--- src/inc/cd_ctrl_pkg.sv ---
// Constants shared by the decoder control register bank.
// Assumes a 32-bit APB slave with each register in one aligned word.
package cd_ctrl_pkg;

  localparam int IDX_W  = 6;
  localparam int ADDR_W = 8;
  localparam int DATA_W = 32;
  localparam int NIB_W  = 4;

  // Register indices; byte address is four times the index
  localparam logic [IDX_W-1:0] IDX_PLL_EQ  = 6'h09;
  localparam logic [IDX_W-1:0] IDX_DAO     = 6'h0A;
  localparam logic [IDX_W-1:0] IDX_SPEED   = 6'h0B;
  localparam logic [IDX_W-1:0] IDX_MUTE    = 6'h0C;
  localparam logic [IDX_W-1:0] IDX_PINS    = 6'h0D;
  localparam logic [IDX_W-1:0] IDX_AUDIO   = 6'h0E;
  localparam logic [IDX_W-1:0] IDX_SUBCODE = 6'h0F;
  localparam logic [IDX_W-1:0] IDX_STATUS  = 6'h10;
  localparam logic [IDX_W-1:0] IDX_EXIT    = 6'h11;
  localparam int REG_FIRST = 9;
  localparam int REG_LAST  = 15;

  // Equalization codes
  localparam logic [3:0] EQ_OVER30  = 4'h1;
  localparam logic [3:0] EQ_OVER15  = 4'h2;
  localparam logic [3:0] EQ_NOMINAL = 4'h3;
  localparam logic [3:0] EQ_UNDER15 = 4'h4;
  localparam logic [3:0] EQ_UNDER30 = 4'h5;

  // Reset values
  localparam logic [3:0] RST_PLL_EQ  = 4'h3;
  localparam logic [3:0] RST_DAO     = 4'h2;
  localparam logic [3:0] RST_SPEED   = 4'h0;
  localparam logic [3:0] RST_MUTE    = 4'h2;
  localparam logic [3:0] RST_PINS    = 4'hF;
  localparam logic [3:0] RST_AUDIO   = 4'h4;
  localparam logic [3:0] RST_SUBCODE = 4'h0;

  // Field positions
  localparam int DAO_ACC_LO   = 0;
  localparam int DAO_AFTER    = 1;
  localparam int DAO_ACC_HI   = 2;
  localparam int DAO_FLAGS    = 3;
  localparam int SPD_CRYSTAL  = 2;
  localparam int SPD_DOUBLE   = 3;
  localparam int MUTE_OFFTRK  = 0;
  localparam int MUTE_SINGLE  = 1;
  localparam int MUTE_PIN3    = 2;
  localparam int AUD_BRAKE    = 0;
  localparam int AUD_LOCK     = 1;
  localparam int AUD_FEATURE  = 2;
  localparam int SUB_SHADOW   = 0;
  localparam int SUB_ON       = 2;
  localparam int SUB_THREE    = 3;
  localparam int STAT_SHADOW  = 0;
  localparam int STAT_PIN1    = 1;
  localparam int STAT_OP_LO   = 2;
  localparam int STAT_OFFTRK  = 4;
  localparam int EXIT_BIT     = 0;

  // Versatile pin four/five field codes
  localparam logic [1:0] PIN_MOTOR = 2'h0;
  localparam logic [1:0] PIN_ALT   = 2'h1;
  localparam logic [1:0] PIN_LOW   = 2'h2;
  localparam logic [1:0] PIN_HIGH  = 2'h3;

  typedef enum logic [1:0] {
    OP_STOP_STANDBY  = 2'h0,
    OP_PAUSE_STANDBY = 2'h2,
    OP_RUNNING       = 2'h3
  } op_state_type;

  function automatic logic [3:0] reset_of(input logic [IDX_W-1:0] idx);
    logic [3:0] v;
    v = 4'h0;
    case (idx)
      IDX_PLL_EQ:  v = RST_PLL_EQ;
      IDX_DAO:     v = RST_DAO;
      IDX_SPEED:   v = RST_SPEED;
      IDX_MUTE:    v = RST_MUTE;
      IDX_PINS:    v = RST_PINS;
      IDX_AUDIO:   v = RST_AUDIO;
      IDX_SUBCODE: v = RST_SUBCODE;
      default:     v = 4'h0;
    endcase
    return v;
  endfunction

  // Undocumented codes are refused rather than stored while shadow mode is off
  function automatic logic code_ok(input logic [IDX_W-1:0] idx,
                                   input logic [3:0] d);
    logic ok;
    ok = 1'b1;
    case (idx)
      IDX_PLL_EQ: ok = (d == EQ_OVER30) || (d == EQ_OVER15) ||
                       (d == EQ_NOMINAL) || (d == EQ_UNDER15) ||
                       (d == EQ_UNDER30);
      IDX_SPEED:  ok = (d[1:0] != 2'h1);
      IDX_MUTE:   ok = !d[MUTE_SINGLE] || !d[3];
      IDX_PINS:   ok = ((d[1:0] == PIN_MOTOR) == (d[3:2] == PIN_MOTOR));
      IDX_AUDIO:  ok = !d[3];
      default:    ok = 1'b1;
    endcase
    return ok;
  endfunction

endpackage

--- src/design/sync_two_ff.sv ---
// Two-stage synchroniser for levels arriving from outside the clock domain.
// Assumes the caller reads only dout.
`timescale 1ns/1ps
`default_nettype none
module sync_two_ff #(
  parameter int W = 1
) (
  // Clock, reset, enable
  input  wire logic         clock,
  input  wire logic         rst_n,
  input  wire logic         clk_en,
  // Data
  input  wire logic [W-1:0] din,
  output logic      [W-1:0] dout
);
  logic [W-1:0] meta_reg;

  always_ff @(posedge clock or negedge rst_n) begin
    if (!rst_n) begin
      meta_reg <= '0;
      dout     <= '0;
    end else if (clk_en) begin
      meta_reg <= din;
      dout     <= meta_reg;
    end
  end
endmodule
`default_nettype wire

--- src/design/reset_release.sv ---
// Reset conditioner: asserts at once, releases after two clock edges.
// Assumes nrst may change at any time relative to clock.
`timescale 1ns/1ps
`default_nettype none
module reset_release (
  // Clock and raw reset
  input  wire logic clock,
  input  wire logic nrst,
  input  wire logic clk_en,
  // Conditioned reset
  output logic      rst_n_sync
);
  logic stage_reg;

  always_ff @(posedge clock or negedge nrst) begin
    if (!nrst) begin
      stage_reg  <= 1'b0;
      rst_n_sync <= 1'b0;
    end else if (clk_en) begin
      stage_reg  <= 1'b1;
      rst_n_sync <= stage_reg;
    end
  end
endmodule
`default_nettype wire

--- src/design/cd_decoder_control_regs.sv ---
// Decoder control register bank (equalization, digital audio output,
// speed/standby, versatile pins, audio features, subcode, shadow bank).
// Assumes an APB master on clock; pin one is asynchronous, other inputs
// come from logic on the same clock.
//
// Contract
// - Equalization register at index 9 resets to the nominal code 0011.
// - Equalization codes 0001, 0010, 0100, 0101 select over/under equalization.
// - Audio output bit 1 picks data before or after concealment; reset 1.
// - Bits 2 and 0 give accuracy level; both set turns output off low.
// - Speed bit 2 low for the fast crystal or PLL clock select high.
// - Speed bit 2 high when the mid crystal drives directly.
// - Speed bits 1:0 give stop standby, pause standby or running.
// - Mute bit 0 takes off-track from pin one, else internal signal.
// - Mute bits set separate flags or single kill with fixed pin three.
// - Pin register zero makes pins four and five a motor interface.
// - Pin four shows subcode, low or high; reset high.
// - Pin five shows de-emphasis with filter bypass, low or high.
// - Audio feature field 01 enables, 00 disables; reset enabled.
// - Lock-to-disc bit on when set; reset off.
// - Subcode interface bit switches it on; reset off.
// - Shadow bit redirects later writes to indices 9 to 15 to the shadow set.
// - Every field takes its marked initial value at reset.
`timescale 1ns/1ps
`default_nettype none
module cd_decoder_control_regs (
  // Clock, reset, enable
  input  wire logic                           clock,
  input  wire logic                           nrst,
  input  wire logic                           clk_en,
  // APB slave
  input  wire logic                           psel,
  input  wire logic                           penable,
  input  wire logic                           pwrite,
  input  wire logic [cd_ctrl_pkg::ADDR_W-1:0] paddr,
  input  wire logic [cd_ctrl_pkg::DATA_W-1:0] pwdata,
  output logic      [cd_ctrl_pkg::DATA_W-1:0] prdata,
  output logic                                pready,
  output logic                                pslverr,
  // Decoder-side inputs
  input  wire logic                           versatile_pin_one,
  input  wire logic                           internal_offtrack,
  input  wire logic                           kill_left,
  input  wire logic                           kill_right,
  input  wire logic                           subcode_q_to_w,
  input  wire logic                           deemph_flag,
  input  wire logic                           motor_line_a,
  input  wire logic                           motor_line_b,
  // Configuration outputs
  output logic      [3:0]                     pll_eq_code,
  output logic                                dao_after_conceal,
  output logic      [1:0]                     dao_accuracy,
  output logic                                dao_off,
  output logic                                dao_flags_on,
  output logic                                crystal_direct,
  output logic                                double_speed,
  output logic      [1:0]                     op_state,
  output logic                                offtrack_external,
  output logic                                separate_mute,
  output logic                                motor_four_line,
  output logic                                deemph_bypass,
  output logic                                audio_features_en,
  output logic                                lock_to_disc,
  output logic                                brake_six_pct,
  output logic                                subcode_on,
  output logic                                subcode_three_wire,
  output logic                                shadow_bank_enable,
  // Pin outputs
  output logic                                offtrack_signal,
  output logic                                kill_out,
  output logic                                versatile_pin_three,
  output logic                                versatile_pin_four,
  output logic                                versatile_pin_five,
  // Shadow bank write port
  output logic                                shadow_wr_strobe,
  output logic      [3:0]                     shadow_wr_addr,
  output logic      [3:0]                     shadow_wr_data
);

  logic rst_n;
  logic pin1_sync;

  reset_release u_reset (
    .clock      (clock),
    .nrst       (nrst),
    .clk_en     (clk_en),
    .rst_n_sync (rst_n)
  );

  sync_two_ff #(.W(1)) u_pin1_sync (
    .clock  (clock),
    .rst_n  (rst_n),
    .clk_en (clk_en),
    .din    (versatile_pin_one),
    .dout   (pin1_sync)
  );

  // Register storage, indexed by the register index (address bits 7:2)
  logic [3:0] bank_reg [cd_ctrl_pkg::REG_FIRST:cd_ctrl_pkg::REG_LAST];
  logic       shadow_reg;
  logic       shadow_next;

  // Address decode
  wire logic [cd_ctrl_pkg::IDX_W-1:0] idx = paddr[cd_ctrl_pkg::ADDR_W-1:2];
  wire logic [3:0] nib     = pwdata[3:0];
  wire logic       aligned = (paddr[1:0] == 2'h0);
  wire logic       in_bank = aligned &&
                             (idx >= cd_ctrl_pkg::IDX_PLL_EQ) &&
                             (idx <= cd_ctrl_pkg::IDX_SUBCODE);
  wire logic       is_stat = aligned && (idx == cd_ctrl_pkg::IDX_STATUS);
  wire logic       is_exit = aligned && (idx == cd_ctrl_pkg::IDX_EXIT);
  wire logic       setup   = psel && !penable;
  wire logic       access  = psel && penable && pready;
  wire logic       to_shadow = shadow_reg && in_bank;
  wire logic       bad_code  = in_bank && !shadow_reg &&
                               !cd_ctrl_pkg::code_ok(idx, nib);
  wire logic       setup_err = !(in_bank || is_stat || is_exit) ||
                               (pwrite && (bad_code || is_stat));
  wire logic       wr_ok   = access && pwrite && !pslverr;
  wire logic       wr_main = wr_ok && in_bank && !shadow_reg;
  wire logic       wr_shad = wr_ok && to_shadow;
  wire logic       wr_exit = wr_ok && is_exit && pwdata[cd_ctrl_pkg::EXIT_BIT];

  // Main bank, one flop group per register
  genvar gi;
  generate
    for (gi = cd_ctrl_pkg::REG_FIRST; gi <= cd_ctrl_pkg::REG_LAST;
         gi = gi + 1) begin : g_bank
      localparam int GI = gi;
      localparam logic [cd_ctrl_pkg::IDX_W-1:0] GIDX =
        GI[cd_ctrl_pkg::IDX_W-1:0];
      // Reset value fixed at elaboration so the reset branch stays constant
      localparam logic [3:0] GRST = cd_ctrl_pkg::reset_of(GIDX);
      always_ff @(posedge clock or negedge rst_n) begin
        if (!rst_n) begin
          bank_reg[gi] <= GRST;
        end else if (clk_en && wr_main && (idx == GIDX)) begin
          bank_reg[gi] <= nib;
        end
      end
    end
  endgenerate

  wire logic [3:0] eq_r  = bank_reg[cd_ctrl_pkg::IDX_PLL_EQ];
  wire logic [3:0] dao_r = bank_reg[cd_ctrl_pkg::IDX_DAO];
  wire logic [3:0] spd_r = bank_reg[cd_ctrl_pkg::IDX_SPEED];
  wire logic [3:0] mut_r = bank_reg[cd_ctrl_pkg::IDX_MUTE];
  wire logic [3:0] pin_r = bank_reg[cd_ctrl_pkg::IDX_PINS];
  wire logic [3:0] aud_r = bank_reg[cd_ctrl_pkg::IDX_AUDIO];
  wire logic [3:0] sub_r = bank_reg[cd_ctrl_pkg::IDX_SUBCODE];

  // Shadow bit: setting comes from the subcode register; only an exit
  // write clears it because shadow-mode writes never reach this bank
  wire logic sub_sets_shadow = wr_main &&
                               (idx == cd_ctrl_pkg::IDX_SUBCODE) &&
                               nib[cd_ctrl_pkg::SUB_SHADOW];
  wire logic sub_clr_shadow  = wr_main &&
                               (idx == cd_ctrl_pkg::IDX_SUBCODE) &&
                               !nib[cd_ctrl_pkg::SUB_SHADOW];
  assign shadow_next = sub_sets_shadow ? 1'b1 :
                       (wr_exit || sub_clr_shadow) ? 1'b0 : shadow_reg;

  always_ff @(posedge clock or negedge rst_n) begin
    if (!rst_n) begin
      shadow_reg <= 1'b0;
    end else if (clk_en) begin
      shadow_reg <= shadow_next;
    end
  end

  // Field outputs come straight from the bank flops; shadow_bank_enable comes from shadow_reg
  assign pll_eq_code        = eq_r;
  assign dao_after_conceal  = dao_r[cd_ctrl_pkg::DAO_AFTER];
  assign dao_accuracy       = {dao_r[cd_ctrl_pkg::DAO_ACC_HI],
                               dao_r[cd_ctrl_pkg::DAO_ACC_LO]};
  assign dao_flags_on       = dao_r[cd_ctrl_pkg::DAO_FLAGS];
  assign crystal_direct     = spd_r[cd_ctrl_pkg::SPD_CRYSTAL];
  assign double_speed       = spd_r[cd_ctrl_pkg::SPD_DOUBLE];
  assign op_state           = spd_r[1:0];
  assign offtrack_external  = mut_r[cd_ctrl_pkg::MUTE_OFFTRK];
  assign separate_mute      = !mut_r[cd_ctrl_pkg::MUTE_SINGLE];
  assign audio_features_en  = aud_r[cd_ctrl_pkg::AUD_FEATURE];
  assign lock_to_disc       = aud_r[cd_ctrl_pkg::AUD_LOCK];
  assign brake_six_pct      = aud_r[cd_ctrl_pkg::AUD_BRAKE];
  assign subcode_on         = sub_r[cd_ctrl_pkg::SUB_ON];
  assign subcode_three_wire = sub_r[cd_ctrl_pkg::SUB_THREE];
  assign shadow_bank_enable = shadow_reg;

  // Pin routing next values
  wire logic [1:0] p4_mode = pin_r[1:0];
  wire logic [1:0] p5_mode = pin_r[3:2];
  wire logic dao_off_next  = dao_r[cd_ctrl_pkg::DAO_ACC_HI] &&
                             dao_r[cd_ctrl_pkg::DAO_ACC_LO];
  wire logic motor_next    = (pin_r == 4'h0);
  wire logic bypass_next   = (p5_mode == cd_ctrl_pkg::PIN_ALT);
  wire logic offtrk_next   = offtrack_external ? pin1_sync :
                             internal_offtrack;
  wire logic kill_next     = separate_mute ? kill_left :
                             (kill_left || kill_right);
  wire logic pin3_next     = separate_mute ? kill_right :
                             mut_r[cd_ctrl_pkg::MUTE_PIN3];
  wire logic pin4_next     = (p4_mode == cd_ctrl_pkg::PIN_ALT)  ?
                             subcode_q_to_w :
                             (p4_mode == cd_ctrl_pkg::PIN_MOTOR) ?
                             motor_line_a :
                             (p4_mode == cd_ctrl_pkg::PIN_HIGH);
  wire logic pin5_next     = (p5_mode == cd_ctrl_pkg::PIN_ALT)  ?
                             deemph_flag :
                             (p5_mode == cd_ctrl_pkg::PIN_MOTOR) ?
                             motor_line_b :
                             (p5_mode == cd_ctrl_pkg::PIN_HIGH);

  always_ff @(posedge clock or negedge rst_n) begin
    if (!rst_n) begin
      dao_off             <= 1'b0;
      motor_four_line     <= 1'b0;
      deemph_bypass       <= 1'b0;
      offtrack_signal     <= 1'b0;
      kill_out            <= 1'b0;
      versatile_pin_three <= 1'b0;
      versatile_pin_four  <= 1'b1;
      versatile_pin_five  <= 1'b1;
    end else if (clk_en) begin
      dao_off             <= dao_off_next;
      motor_four_line     <= motor_next;
      deemph_bypass       <= bypass_next;
      offtrack_signal     <= offtrk_next;
      kill_out            <= kill_next;
      versatile_pin_three <= pin3_next;
      versatile_pin_four  <= pin4_next;
      versatile_pin_five  <= pin5_next;
    end
  end

  // APB answer: zero wait states, answer registered at the setup edge
  wire logic [3:0] rd_nib = in_bank ? bank_reg[idx[3:0]] : 4'h0;
  wire logic [cd_ctrl_pkg::DATA_W-1:0] status_word = {
    27'h0, offtrack_signal, op_state, pin1_sync, shadow_reg};
  wire logic [cd_ctrl_pkg::DATA_W-1:0] rd_next =
    pwrite  ? 32'h0 :
    in_bank ? {28'h0, rd_nib} :
    is_stat ? status_word : 32'h0;

  always_ff @(posedge clock or negedge rst_n) begin
    if (!rst_n) begin
      pready  <= 1'b0;
      pslverr <= 1'b0;
      prdata  <= 32'h0;
    end else if (clk_en) begin
      pready <= setup;
      if (setup) begin
        pslverr <= setup_err;
        prdata  <= rd_next;
      end else if (access) begin
        pslverr <= 1'b0;
        prdata  <= 32'h0;
      end
    end
  end

  // Shadow bank write strobe: one cycle per redirected write
  always_ff @(posedge clock or negedge rst_n) begin
    if (!rst_n) begin
      shadow_wr_strobe <= 1'b0;
      shadow_wr_addr   <= 4'h0;
      shadow_wr_data   <= 4'h0;
    end else if (clk_en) begin
      shadow_wr_strobe <= wr_shad;
      if (wr_shad) begin
        shadow_wr_addr <= idx[3:0];
        shadow_wr_data <= nib;
      end
    end
  end

  // Checks
  a_reset_values: assert property (@(posedge clock) disable iff (!nrst)
    $rose(rst_n) |-> (pll_eq_code == 4'h3) && dao_after_conceal &&
      (dao_accuracy == 2'h0) && !dao_flags_on && (op_state == 2'h0) &&
      (pin_r == 4'hF) && (aud_r == 4'h4) && (sub_r == 4'h0) &&
      (mut_r == 4'h2) && !crystal_direct && !shadow_bank_enable)
    else $error("register bank not at initial values after reset");

  a_eq_legal_code: assert property (@(posedge clock) disable iff (!rst_n)
    (pll_eq_code >= 4'h1) && (pll_eq_code <= 4'h5))
    else $error("equalization register holds an undocumented code");

  a_eq_write_lands: assert property (@(posedge clock)
    disable iff (!rst_n)
    clk_en && wr_main && (idx == 6'h09) |=> (pll_eq_code == $past(nib)))
    else $error("equalization write did not land");

  a_speed_write: assert property (@(posedge clock)
    disable iff (!rst_n)
    clk_en && wr_main && (idx == 6'h0B) |=>
      (double_speed == $past(nib[3])) && (crystal_direct == $past(nib[2])))
    else $error("speed register write mismatch");

  a_op_state_legal: assert property (@(posedge clock)
    disable iff (!rst_n) op_state != 2'h1)
    else $error("operating state field holds reserved code");

  a_dao_off_low: assert property (@(posedge clock)
    disable iff (!rst_n)
    clk_en && (dao_accuracy == 2'h3) |=> dao_off)
    else $error("audio output not switched off for code 11");

  a_offtrack_src: assert property (@(posedge clock)
    disable iff (!rst_n)
    clk_en && offtrack_external |=> offtrack_signal == $past(pin1_sync))
    else $error("external off-track not taken from pin one");

  a_single_mute: assert property (@(posedge clock)
    disable iff (!rst_n)
    clk_en && !separate_mute |=>
      versatile_pin_three == $past(mut_r[2]))
    else $error("pin three not at fixed level in single mute");

  a_pin_four_low: assert property (@(posedge clock)
    disable iff (!rst_n)
    clk_en && (p4_mode == 2'h2) |=> !versatile_pin_four)
    else $error("pin four not driven low");

  a_pin_five_alt: assert property (@(posedge clock)
    disable iff (!rst_n)
    clk_en && (p5_mode == 2'h1) |=>
      deemph_bypass && (versatile_pin_five == $past(deemph_flag)))
    else $error("pin five not showing de-emphasis");

  a_shadow_redirect: assert property (@(posedge clock)
    disable iff (!rst_n)
    clk_en && access && pwrite && shadow_reg && in_bank |=>
      shadow_wr_strobe && $stable(pin_r) && $stable(aud_r))
    else $error("shadow-mode write reached the main bank");

  a_bad_code_err: assert property (@(posedge clock)
    disable iff (!rst_n)
    clk_en && setup && pwrite && bad_code |=> pready && pslverr)
    else $error("undocumented code not refused");

endmodule
`default_nettype wire

--- config.mk ---
export PLATFORM = sky130hd
export DESIGN_NAME = cd_decoder_control_regs
export DESIGN_NICKNAME = d
export VERILOG_FILES = /design/src/inc/cd_ctrl_pkg.sv /design/src/design/sync_two_ff.sv /design/src/design/reset_release.sv /design/src/design/cd_decoder_control_regs.sv
export SDC_FILE = /design/constraint.sdc
export NUM_CORES = 1
export LEC_CHECK = 0
export BUFFER_PORTS_ARGS = -buffer_cell sky130_fd_sc_hd__buf_4
export CAP_MARGIN = 15
export CORE_MARGIN = 3
export CORE_UTILIZATION = 40
export DETAILED_ROUTE_END_ITERATION = 8
export PLACE_DENSITY = 0.68
export SYNTH_ARGS = -nofsm -noshare
export SYNTH_HDL_FRONTEND = slang
export SYNTH_SLANG_ARGS = --single-unit
--- constraint.sdc ---
create_clock -name clock -period 3.3 [get_ports clock]
set_input_delay 0.825 -clock clock [delete_from_list [all_inputs] [get_ports clock]]
set_output_delay 0.825 -clock clock [all_outputs]
set_load 0.005 [all_outputs]
==> flow_summary.toml, run 1 <==
[die]
rows = 30
ioPinCount = 125
fp.coreArea_um2 = 6980
die_h_um = 91.8
dieArea_um2 = 8440
dieWidth_um = 91.8
start_util_pct = 42.2

[cts]
postCtsHoldBufs = 0
worstSkewPairLatency_ns = 0.33
post_cts_buffers = 0
root_buffer = "clkbuf_8"
cts_tree = "built"
clk_pin_slew_worst_paths_ns = 0.06
htree_levels = 3
post_cts_resized = 0
cts_buffers = 9
cts_sinks = 57
cts.path.max_buffers = 2

[synth]
synth-edff-count = 0
ys_types = 42
ys.flop_type = "dfrtp_1"
synth.avg_cell_area_um2 = 11.6
yosysSeqAreaShare_pct = 48.9
synthMuxAreaShare_pct = 20.5
synthSimpleGateAreaFrac_pct = 12.1
synth_top_family_by_area = "multiplexers"
synth_fa_ha_area_share_pct = 0
ys_ff_latch = 57
yosys_warnings = 0
async_flop_share_pct = 100
synth_xor_area_share_pct = 0
synth_compound_area_share_pct = 8.79
synth_cells = 254
syn_area_um2 = 2950

[drt]
drtIter0Drc = 134
wl_per_cell_um = 15.4
vias = 2118
antenna_left = 0
vias_per_cell = 4.97
firstDrtPassIters = 4
drcViolationCount = 0
drt_wl_total_um = 6560

[worst_setup_path]
rr_endpoint = "spd_r[1]"
rr_worst_depth = 5
worstPathCellList = "buf_4, nand2_1, or4_1, nor4_2, nand3_1, mux2_2"
startpoint_type = "input pin"
reg2reg_slack_ns = 1.06
crit_fanout = 22
critPathKind = "input pin to register"
cp-end-kind = "register"
critPathMaxStageDelay_ns = 0.57
reg2reg_from = "pready"
cp_slowest_cell = "or4_1"
worstPathRequired_ns = 3.51
crit_end = "spd_r[1]"
crit_start = "clk_en"
arrival_ns = 2.80

[layout]
largest_reg_flops = 5
final_layout_size_suffix_gt1_share_pct = 48.5
largest-register = "prdata"
antenna_cells = 0
post-route-util_pct = 52.0
final_net_count = 379
syn_to_final_growth_pct = 23.1
n_fill_cell = 653
multiInputGateArea_um2 = 1320
regArea_um2 = 1440

[pwr]
cellLeakagePower_nw = 1.77
ir_drop_uv = 283
powerDensity_nw_per_um2 = 384
total_power_mw = 1.39

[placement]
port_buffers = 69
dp_hpwl_um = 4800
gp_congestion = 0.823

[timing]
period_minus_slack_ns = 2.58
drv_slew = 0
fin_worst_skew_ns = 0.00554
grt_setup_unrepaired = "false"
setup-tns-final_ns = 0
fin_crit_sh_pct = 78.3
relSlewSlack_pct = 51.0
setup_viol = 0
fmax_mhz = 387
finalHoldViolCount = 0
worst_pin_slew_ns = 0.725

[hold_path]
hold_path_class = "register to asynchronous set/reset pin"

[run]
cap_violations = 0

[grt]
grt_pass1_vias = 2138
grt_pass1_wl_um = 10900
track_usage_pct = 16.5
grt_overflow = 0
grt_max_degree = 41
grt_antenna_before_repair = 0

[outcome]
outcome = "completed"
stage by stage:
| step | worst slack [ns] | cell area, um2 | cells | hold slack, ns |
|---|---|---|---|---|
| 2_1_floorplan | 0.720 | 3050 | 280 | 0.431 |
| 3_3_place_gp | 0.387 | 3460 | 410 | 0.191 |
| 3_5_place_dp | 0.328 | 3460 | 410 | 0.189 |
| 4_1_cts | 0.686 | 3630 | 426 | 0.196 |
| 5_1_grt | 0.566 | 3630 | 426 | 0.218 |
| 6_report | 0.715 | 3630 | 426 | 0.184 |
worst max-delay path: cells and delay by family:
kind                   cells  cell delay (ns)
buffers and inverters      1             0.24
multiplexers               1             0.33
AND/OR/NAND/NOR            4             1.40
placed cells by master (no fill, tap or decap), types with 3 or more instances in the layout:
master / instances
nand3b_1: 3
clkbuf_8: 10
clkbuf_1: 3
dfstp_2: 11
nor2b_1: 3
or2_2: 3
o21ai_0: 11
nand2_2: 3
mux2_2: 44
buf_4: 73
a22oi_1: 8
mux4_2: 4
nand3_1: 3
conb_1: 27
a21oi_1: 7
nor2_1: 10
dfrtp_1: 45
inv_1: 8
nand2_1: 20
worst min-delay path by stage:
stage | slack, ns | cells past startpoint | end | start
after floorplan | 0.43 | 1 | u_reset.stage_reg | u_reset.stage_reg
after global placement | 0.19 | 0 | motor_four_line | u_reset.rst_n_sync
after detailed placement | 0.19 | 0 | motor_four_line | u_reset.rst_n_sync
after CTS | 0.20 | 0 | motor_four_line | u_reset.rst_n_sync
after global routing | 0.22 | 0 | motor_four_line | u_reset.rst_n_sync
final | 0.18 | 0 | motor_four_line | u_reset.rst_n_sync
logic make-up after synthesis:
group	after synthesis
AOI/OAI and AO/OA	39
buffers and inverters	47
muxes	50
DFF	57
other	1
and+or+nand+nor	60
power by group:
group	switching, mW	internal (mW)	total [mW]
Sequential	0.00805	0.714	0.722
Combinational	0.0606	0.0532	0.114
Clock	0.268	0.291	0.559
cell usage after synthesis (all sizes together), types with 3 or more instances:
cell / number / area [um2]
a22oi: 8 / 60.1
mux4: 4 / 90.1
o21ai: 11 / 55.1
nor4: 5 / 67.6
nor2: 10 / 37.5
or2: 3 / 18.8
clkbuf: 7 / 26.3
a21oi: 7 / 35.0
inv: 8 / 30.0
mux2: 44 / 495
nand2: 23 / 93.8
dfstp: 11 / 289
nor2b: 3 / 18.8
buf: 32 / 225
nand3: 4 / 25.0
dfrtp: 46 / 1150
nand3b: 3 / 22.5
final cells by class:
cell class / count / share of cell area (%)
Sequential cell: 57 / 39.7
Multi-Input combinational cell: 176 / 36.5
Timing Repair Buffer: 73 / 15.1
Clock buffer: 13 / 4.10
Clock inverter: 3 / 0.483
Tap cell: 96 / 3.31
Inverter: 8 / 0.827
routing by layer:
| metal | share of wire (%) | track usage, % | vias to the layer above |
|---|---|---|---|
| li1 | - | - | 998 |
| met1 | 47 | 23.3 | 1027 |
| met2 | 45 | 24.3 | 89 |
| met3 | 7.4 | 5.17 | 4 |
| met4 | 0.52 | 4.83 | 0 |
| met5 | 0 | 0 | - |
Note: power is estimated with default switching activity, not from simulation.
==> run 2: changes to the inputs <==
--- a/config.mk
+++ b/config.mk
@@ -10,7 +10,7 @@
 export CORE_MARGIN = 3
 export CORE_UTILIZATION = 40
 export DETAILED_ROUTE_END_ITERATION = 8
-export PLACE_DENSITY = 0.68
+export PLACE_DENSITY = 0.7
 export SYNTH_ARGS = -nofsm -noshare
 export SYNTH_HDL_FRONTEND = slang
 export SYNTH_SLANG_ARGS = --single-unit
==> constraint.sdc (replaced) <==
create_clock -name clock -period 2.24 [get_ports clock]
set_input_delay 0.56 -clock clock [delete_from_list [all_inputs] [get_ports clock]]
set_output_delay 0.56 -clock clock [all_outputs]
set_load 0.005 [all_outputs]
==> run 2 against run 1 <==
Net effect: cell count is 3.8% higher; first-iteration DRC count is 9.0% higher; largest power group unchanged; wire length is 6.4% higher; clock power is 70% higher; global-route usage is 0.95 points higher; critical path depth is 1 lower; combinational power is 64% higher.
==> flow_summary.toml, run 2 (same netlist as run 1, synthesis figures left out) <==
[timing]
grt_setup_unrepaired = "false"
fin_crit_sh_pct = 95.3
fmax_mhz = 468
relSlewSlack_pct = 53.2
worst_pin_slew_ns = 0.702
fin_worst_skew_ns = 0.00404
period_minus_slack_ns = 2.14
setup_viol = 0
finalHoldViolCount = 0
drv_slew = 0

[die]
dieArea_um2 = 8440
start_util_pct = 42.2
ioPinCount = 125
rows = 30
fp.coreArea_um2 = 6980
dieWidth_um = 91.8
die_h_um = 91.8

[cts]
root_buffer = "clkbuf_8"
cts.path.max_buffers = 2
cts_tree = "built"
cts_buffers = 9
clk_pin_slew_worst_paths_ns = 0.06
cts_sinks = 57
htree_levels = 3
worstSkewPairLatency_ns = 0.33

[worst_setup_path]
crit_end = "dao_r[2]"
worst-path-stages = 5
crit_start = "paddr[7]"
startpoint_type = "input pin"
rr_endpoint = "shadow_wr_addr[0]"
cp_slowest_cell = "or4b_2"
reg2reg_from = "pready"
worstPathRequired_ns = 2.46
cp-end-kind = "register"
critPathBufInv = 1
rr_worst_depth = 6
arrival_ns = 2.36
reg2reg_slack_ns = 0.15
worstPathCellList = "buf_4, or4b_2, nor4_4, nand2_1, mux2_2"
crit_fanout = 4
critPathTopFamily = "simple AND/OR/NAND/NOR gates"
critPathKind = "input pin to register"
critPathMaxStageDelay_ns = 0.73

[drt]
antenna_left = 0
vias = 2196
wl_per_cell_um = 15.8
drt_wl_total_um = 6980
drtIter0Drc = 146
firstDrtPassIters = 4
vias_per_cell = 4.97
drcViolationCount = 0

[hold_path]
hold_path_class = "register to asynchronous set/reset pin"

[placement]
dp_hpwl_um = 4950
gp_congestion = 0.813
place_area_um2 = 3580
port_buffers = 69

[layout]
largest_reg_flops = 5
final_net_count = 395
post-route-util_pct = 54.4
syn_to_final_growth_pct = 28.9
final_cell_mix = "buf_4 (88), dfrtp_1 (45), mux2_2 (44), conb_1 (27), nand2_1 (20)"
final_layout_size_suffix_gt1_share_pct = 51.7
design_area_um2 = 3800
antenna_cells = 0
largest-register = "prdata"
final_common_cell = "buf_4"

[grt]
grt_max_degree = 56
grt_antenna_before_repair = 0
grt_pass1_wl_um = 11500
grt_overflow = 0
grt-busiest-layer = "met2"
track_usage_pct = 17.4
grtUsageMet3_pct = 4.76
globalRouteMet1Util_pct = 24.0
grt_pass1_vias = 2224
grt_util_met2_pct = 26.4

[pwr]
powerDensity_nw_per_um2 = 579
ir_drop_uv = 320
cellLeakagePower_nw = 1.87

[run]
cap_violations = 0

[outcome]
outcome = "completed"
## run 2: changes by cell type in the layout (fill, tap and decap cells not counted)
cell / before / now
buf_4: 73 / 88
bufinv_16: 0 / 1
clkbuf_1: 3 / 1
clkinvlp_4: 1 / 2
dlygate4sd3_1: 0 / 1
nand3_1: 3 / 2
nand3_2: 1 / 2
nor4_2: 1 / 0
nor4_4: 2 / 3
or4_1: 2 / 1
or4_4: 0 / 1
## run 2: how the worst min path moves through the flow
stage                                  start                    to  cells after the start
after floorplan                         nrst    u_reset.rst_n_sync                      0
after global placement                  nrst     u_reset.stage_reg                      1
after detailed placement                nrst     u_reset.stage_reg                      1
after CTS                 u_reset.rst_n_sync       motor_four_line                      1
after global routing       versatile_pin_one  u_pin1_sync.meta_reg                      2
final                     u_reset.rst_n_sync         deemph_bypass                      1
## run 2: metal layers
layer | part of all wire, % | wire (um)
met5 | 0 | 0
met4 | 0.87 | 61
met3 | 6.9 | 482
met2 | 46 | 3220
met1 | 46 | 3210
## run 2: repair_timing
action,in CTS,in global routing
hold buffers,1,0
resized for setup,0,2
endpoints found under the hold margin,2,0
endpoints found under the setup margin,0,11
setup buffers,0,0
## run 2: area by class of cell
cell class / instances / area (um2)
inverters: 8 / 30.0
repair buffers: 89 / 671
multi-input cells: 176 / 1340
clock inverters: 5 / 55.1
clock buffers: 11 / 141
well taps: 96 / 120
fillers: 620 / 3180
flip-flops and latches: 57 / 1440
## run 2: power by group
part | leakage (nW) | total (mW) | internal, mW | switching [mW]
Combinational | 1.05 | 0.187 | 0.0918 | 0.0955
Clock | 0.0953 | 0.949 | 0.540 | 0.410
Sequential | 0.726 | 1.06 | 1.05 | 0.0129
Total | 1.87 | 2.20 | 1.68 | 0.518
## run 2: through the flow
step / total power, mW / TNS (ns) / worst slack (ns) / hold slack (ns) / std cells
floorplan: 1.20 / 0 / 0.00657 / 0.264 / 280
detailed placement: 1.27 / -5.30 / -0.280 / 0.344 / 425
finish: 2.20 / 0 / 0.104 / 0.422 / 442
global placement: 1.26 / -5.03 / -0.259 / 0.342 / 425
CTS: 2.23 / 0 / 0.0362 / 0.445 / 442
global route: 2.30 / 0 / 0.0470 / 0.451 / 442
## run 2: worst register-to-register path, delay by kind of cell, from the launching register on
kind	cells	cell delay, ns
and+or+nand+nor	2	0.83
DFF	1	0.35
buffers and inverters	3	0.46
muxes	1	0.35
==> run 3: changes to the inputs <==
--- a/config.mk
+++ b/config.mk
@@ -13,4 +13,6 @@
 export PLACE_DENSITY = 0.7
 export SYNTH_ARGS = -nofsm -noshare
 export SYNTH_HDL_FRONTEND = slang
+export SYNTH_HIERARCHICAL = 1
 export SYNTH_SLANG_ARGS = --single-unit
+export TNS_END_PERCENT = 30
==> constraint.sdc (replaced) <==
create_clock -name clock -period 1.9 [get_ports clock]
set_input_delay 0.475 -clock clock [delete_from_list [all_inputs] [get_ports clock]]
set_output_delay 0.475 -clock clock [all_outputs]
set_load 0.005 [all_outputs]
==> run 3 against run 2 <==
Net effect: critical path depth is 1 lower; critical endpoint is now mut_r[3]; combinational power is 30% higher; non-clock buffer count is 8 higher; hold slack worse by 0.20 ns; final area is 1.2% higher; clock power is 16% higher; die area is 0.36% higher; clock skew is 0.0068 ns higher; global-route usage is 0.31 points higher; count of clock-buffer cells in the layout is 2 higher.
==> flow_summary.toml, run 3 <==
[die]
start_util_pct = 42.4
dieWidth_um = 92.0
fp.coreArea_um2 = 6980
rows = 30
ioPinCount = 125
dieArea_um2 = 8470
die_h_um = 92.0

[drt]
vias_per_cell = 5.10
firstDrtPassIters = 4
drcViolationCount = 0
vias = 2266
drt_wl_total_um = 7210
antenna_left = 0
drtIter0Drc = 131
wl_per_cell_um = 16.2

[timing]
setup_viol = 0
finalWorstSetupSlack_ns = 0.0686
period_minus_slack_ns = 1.83
drv_slew = 0
finalHoldViolCount = 0
grt_setup_unrepaired = "true"
fin_worst_skew_ns = 0.0109
fmax_mhz = 546
fin_crit_sh_pct = 96.4
holdWs_ns = 0.218

[layout]
post-route-util_pct = 55.1
n_fill_cell = 616
multiInputGateArea_um2 = 1340
final_net_count = 397
largest_reg_flops = 5
syn_to_final_growth_pct = 30.0
regArea_um2 = 1440
final_common_cell = "buf_4"
antenna_cells = 0
largest-register = "prdata"
final_cell_mix = "buf_4 (96), dfrtp_1 (45), mux2_2 (41), conb_1 (27), dfstp_2 (11)"
final_layout_size_suffix_gt1_share_pct = 51.1

[synth]
synth_cells = 248
synth-edff-count = 0
async_flop_share_pct = 100
synth.top_cells.by_area = "dfrtp_1 (39%), mux2_2 (16%), dfstp_2 (9.8%), buf_4 (7.1%), mux4_2 (3.0%)"
yosysTopAreaCell = "dfrtp_1"
syn_area_um2 = 2960
ys_types = 46
ys_ff_latch = 57
yosys_warnings = 6
synth.avg_cell_area_um2 = 11.9
ys_top_cells_by_count = "dfrtp_1 (46), mux2_2 (42), buf_4 (28)"
yosysSeqAreaShare_pct = 48.7
yosysTopAreaCellShare_pct = 38.9
ys.flop_type = "dfrtp_1"
yosysMostFrequentCell = "dfrtp_1"

[worst_setup_path]
crit_fanout = 7
cp_slowest_cell = "dfrtp_1"
worstPathRequired_ns = 2.12
critPathBufInv = 0
arrival_ns = 2.05
critPathMaxStageDelay_ns = 0.41
rr_worst_depth = 4
startpoint_type = "register"
cp-end-kind = "register"
worst-path-stages = 4
critPathKind = "register to register"
critPathTopFamily = "simple AND/OR/NAND/NOR gates"
reg2reg_from = "pslverr"
crit_start = "pslverr"
worstPathCellList = "nand4b_1, nor3b_4, nand4_1, mux2_2"
reg2reg_slack_ns = 0.07

[grt]
grt_pass1_vias = 2211
grt_overflow = 0
grt_max_degree = 37
track_usage_pct = 17.7
grt_antenna_before_repair = 0
grt_pass1_wl_um = 11600

[pwr]
cellLeakagePower_nw = 1.92
ir_drop_uv = 414
powerDensity_nw_per_um2 = 676
total_power_mw = 2.60

[placement]
dp_slack_ns = -0.255
port_buffers = 69
dp_hpwl_um = 5470
gp_congestion = 0.962

[run]
cap_violations = 0

[outcome]
outcome = "completed"

[cts]
cts_tree = "built"
clk_pin_slew_worst_paths_ns = 0.06
cts_sinks = 57
cts.path.max_buffers = 2
root_buffer = "clkbuf_8"
cts_buffers = 9
htree_levels = 3
worstSkewPairLatency_ns = 0.34

[hold_path]
hold_path_class = "register to asynchronous set/reset pin"
[run 3: cell families (layout without fill, tap and decap cells)]
logic type / Yosys count / in the layout / synth area share [%]
other cells: 1 / 27 / 0.127
mux: 50 / 50 / 20.5
flops: 57 / 57 / 48.7
buf+inv: 47 / 121 / 9.64
compound gates: 32 / 32 / 7.86
simple gates: 61 / 61 / 13.2
[run 3: per-layer routing]
metal  vias to the layer above  share of wire, %  track usage (%)
li1                       1042                 -                -
met1                      1107                45             24.7
met2                       101                44             25.8
met3                        16               7.8             4.27
met4                         0               2.7             8.66
met5                         -                 0                0
[run 3: path summary, 6_finish.rpt]
| kind | end |
|---|---|
| worst min-delay path | spd_r[1] |
| worst max register to register | mut_r[3] |
| max in group asynchronous | dao_r[1] |
| worst min register to register | spd_r[1] |
| min in group clock | u_pin1_sync/meta_reg |
| worst max-delay path | mut_r[3] |
[run 3: metrics by stage]
step	area, um2	setup TNS [ns]	instances
final	3850	0	444
after global placement	3630	-2.94	425
after detailed placement	3630	-4.36	425
after CTS	3830	0	443
after floorplan	3060	0	274
after global routing	3850	-0.0297	444
[run 3: report_power, final]
group / total, mW / leakage [nW] / internal [mW] / switching, mW
Clock: 1.10 / 0.0974 / 0.638 / 0.462
Combinational: 0.243 / 1.09 / 0.123 / 0.120
Sequential: 1.26 / 0.727 / 1.24 / 0.0160
Total: 2.60 / 1.92 / 2.00 / 0.598
[run 3: area by class of cell]
cell class	instances	share of cell area [%]
clock inverter	3	1.04
timing repair buffer	97	19.0
clock buffer	13	3.87
sequential	57	37.5
inverter	8	0.781
multi-input combinational	170	34.7
tap	96	3.12
[run 3: what timing repair did]
item	4_1_cts	5_1_grt
setup endpoints to repair	5	9
pin swaps	1	3
hold buffers	1	0
setup buffers	1	1
gates resized for setup	0	1
hold endpoints to repair	2	0
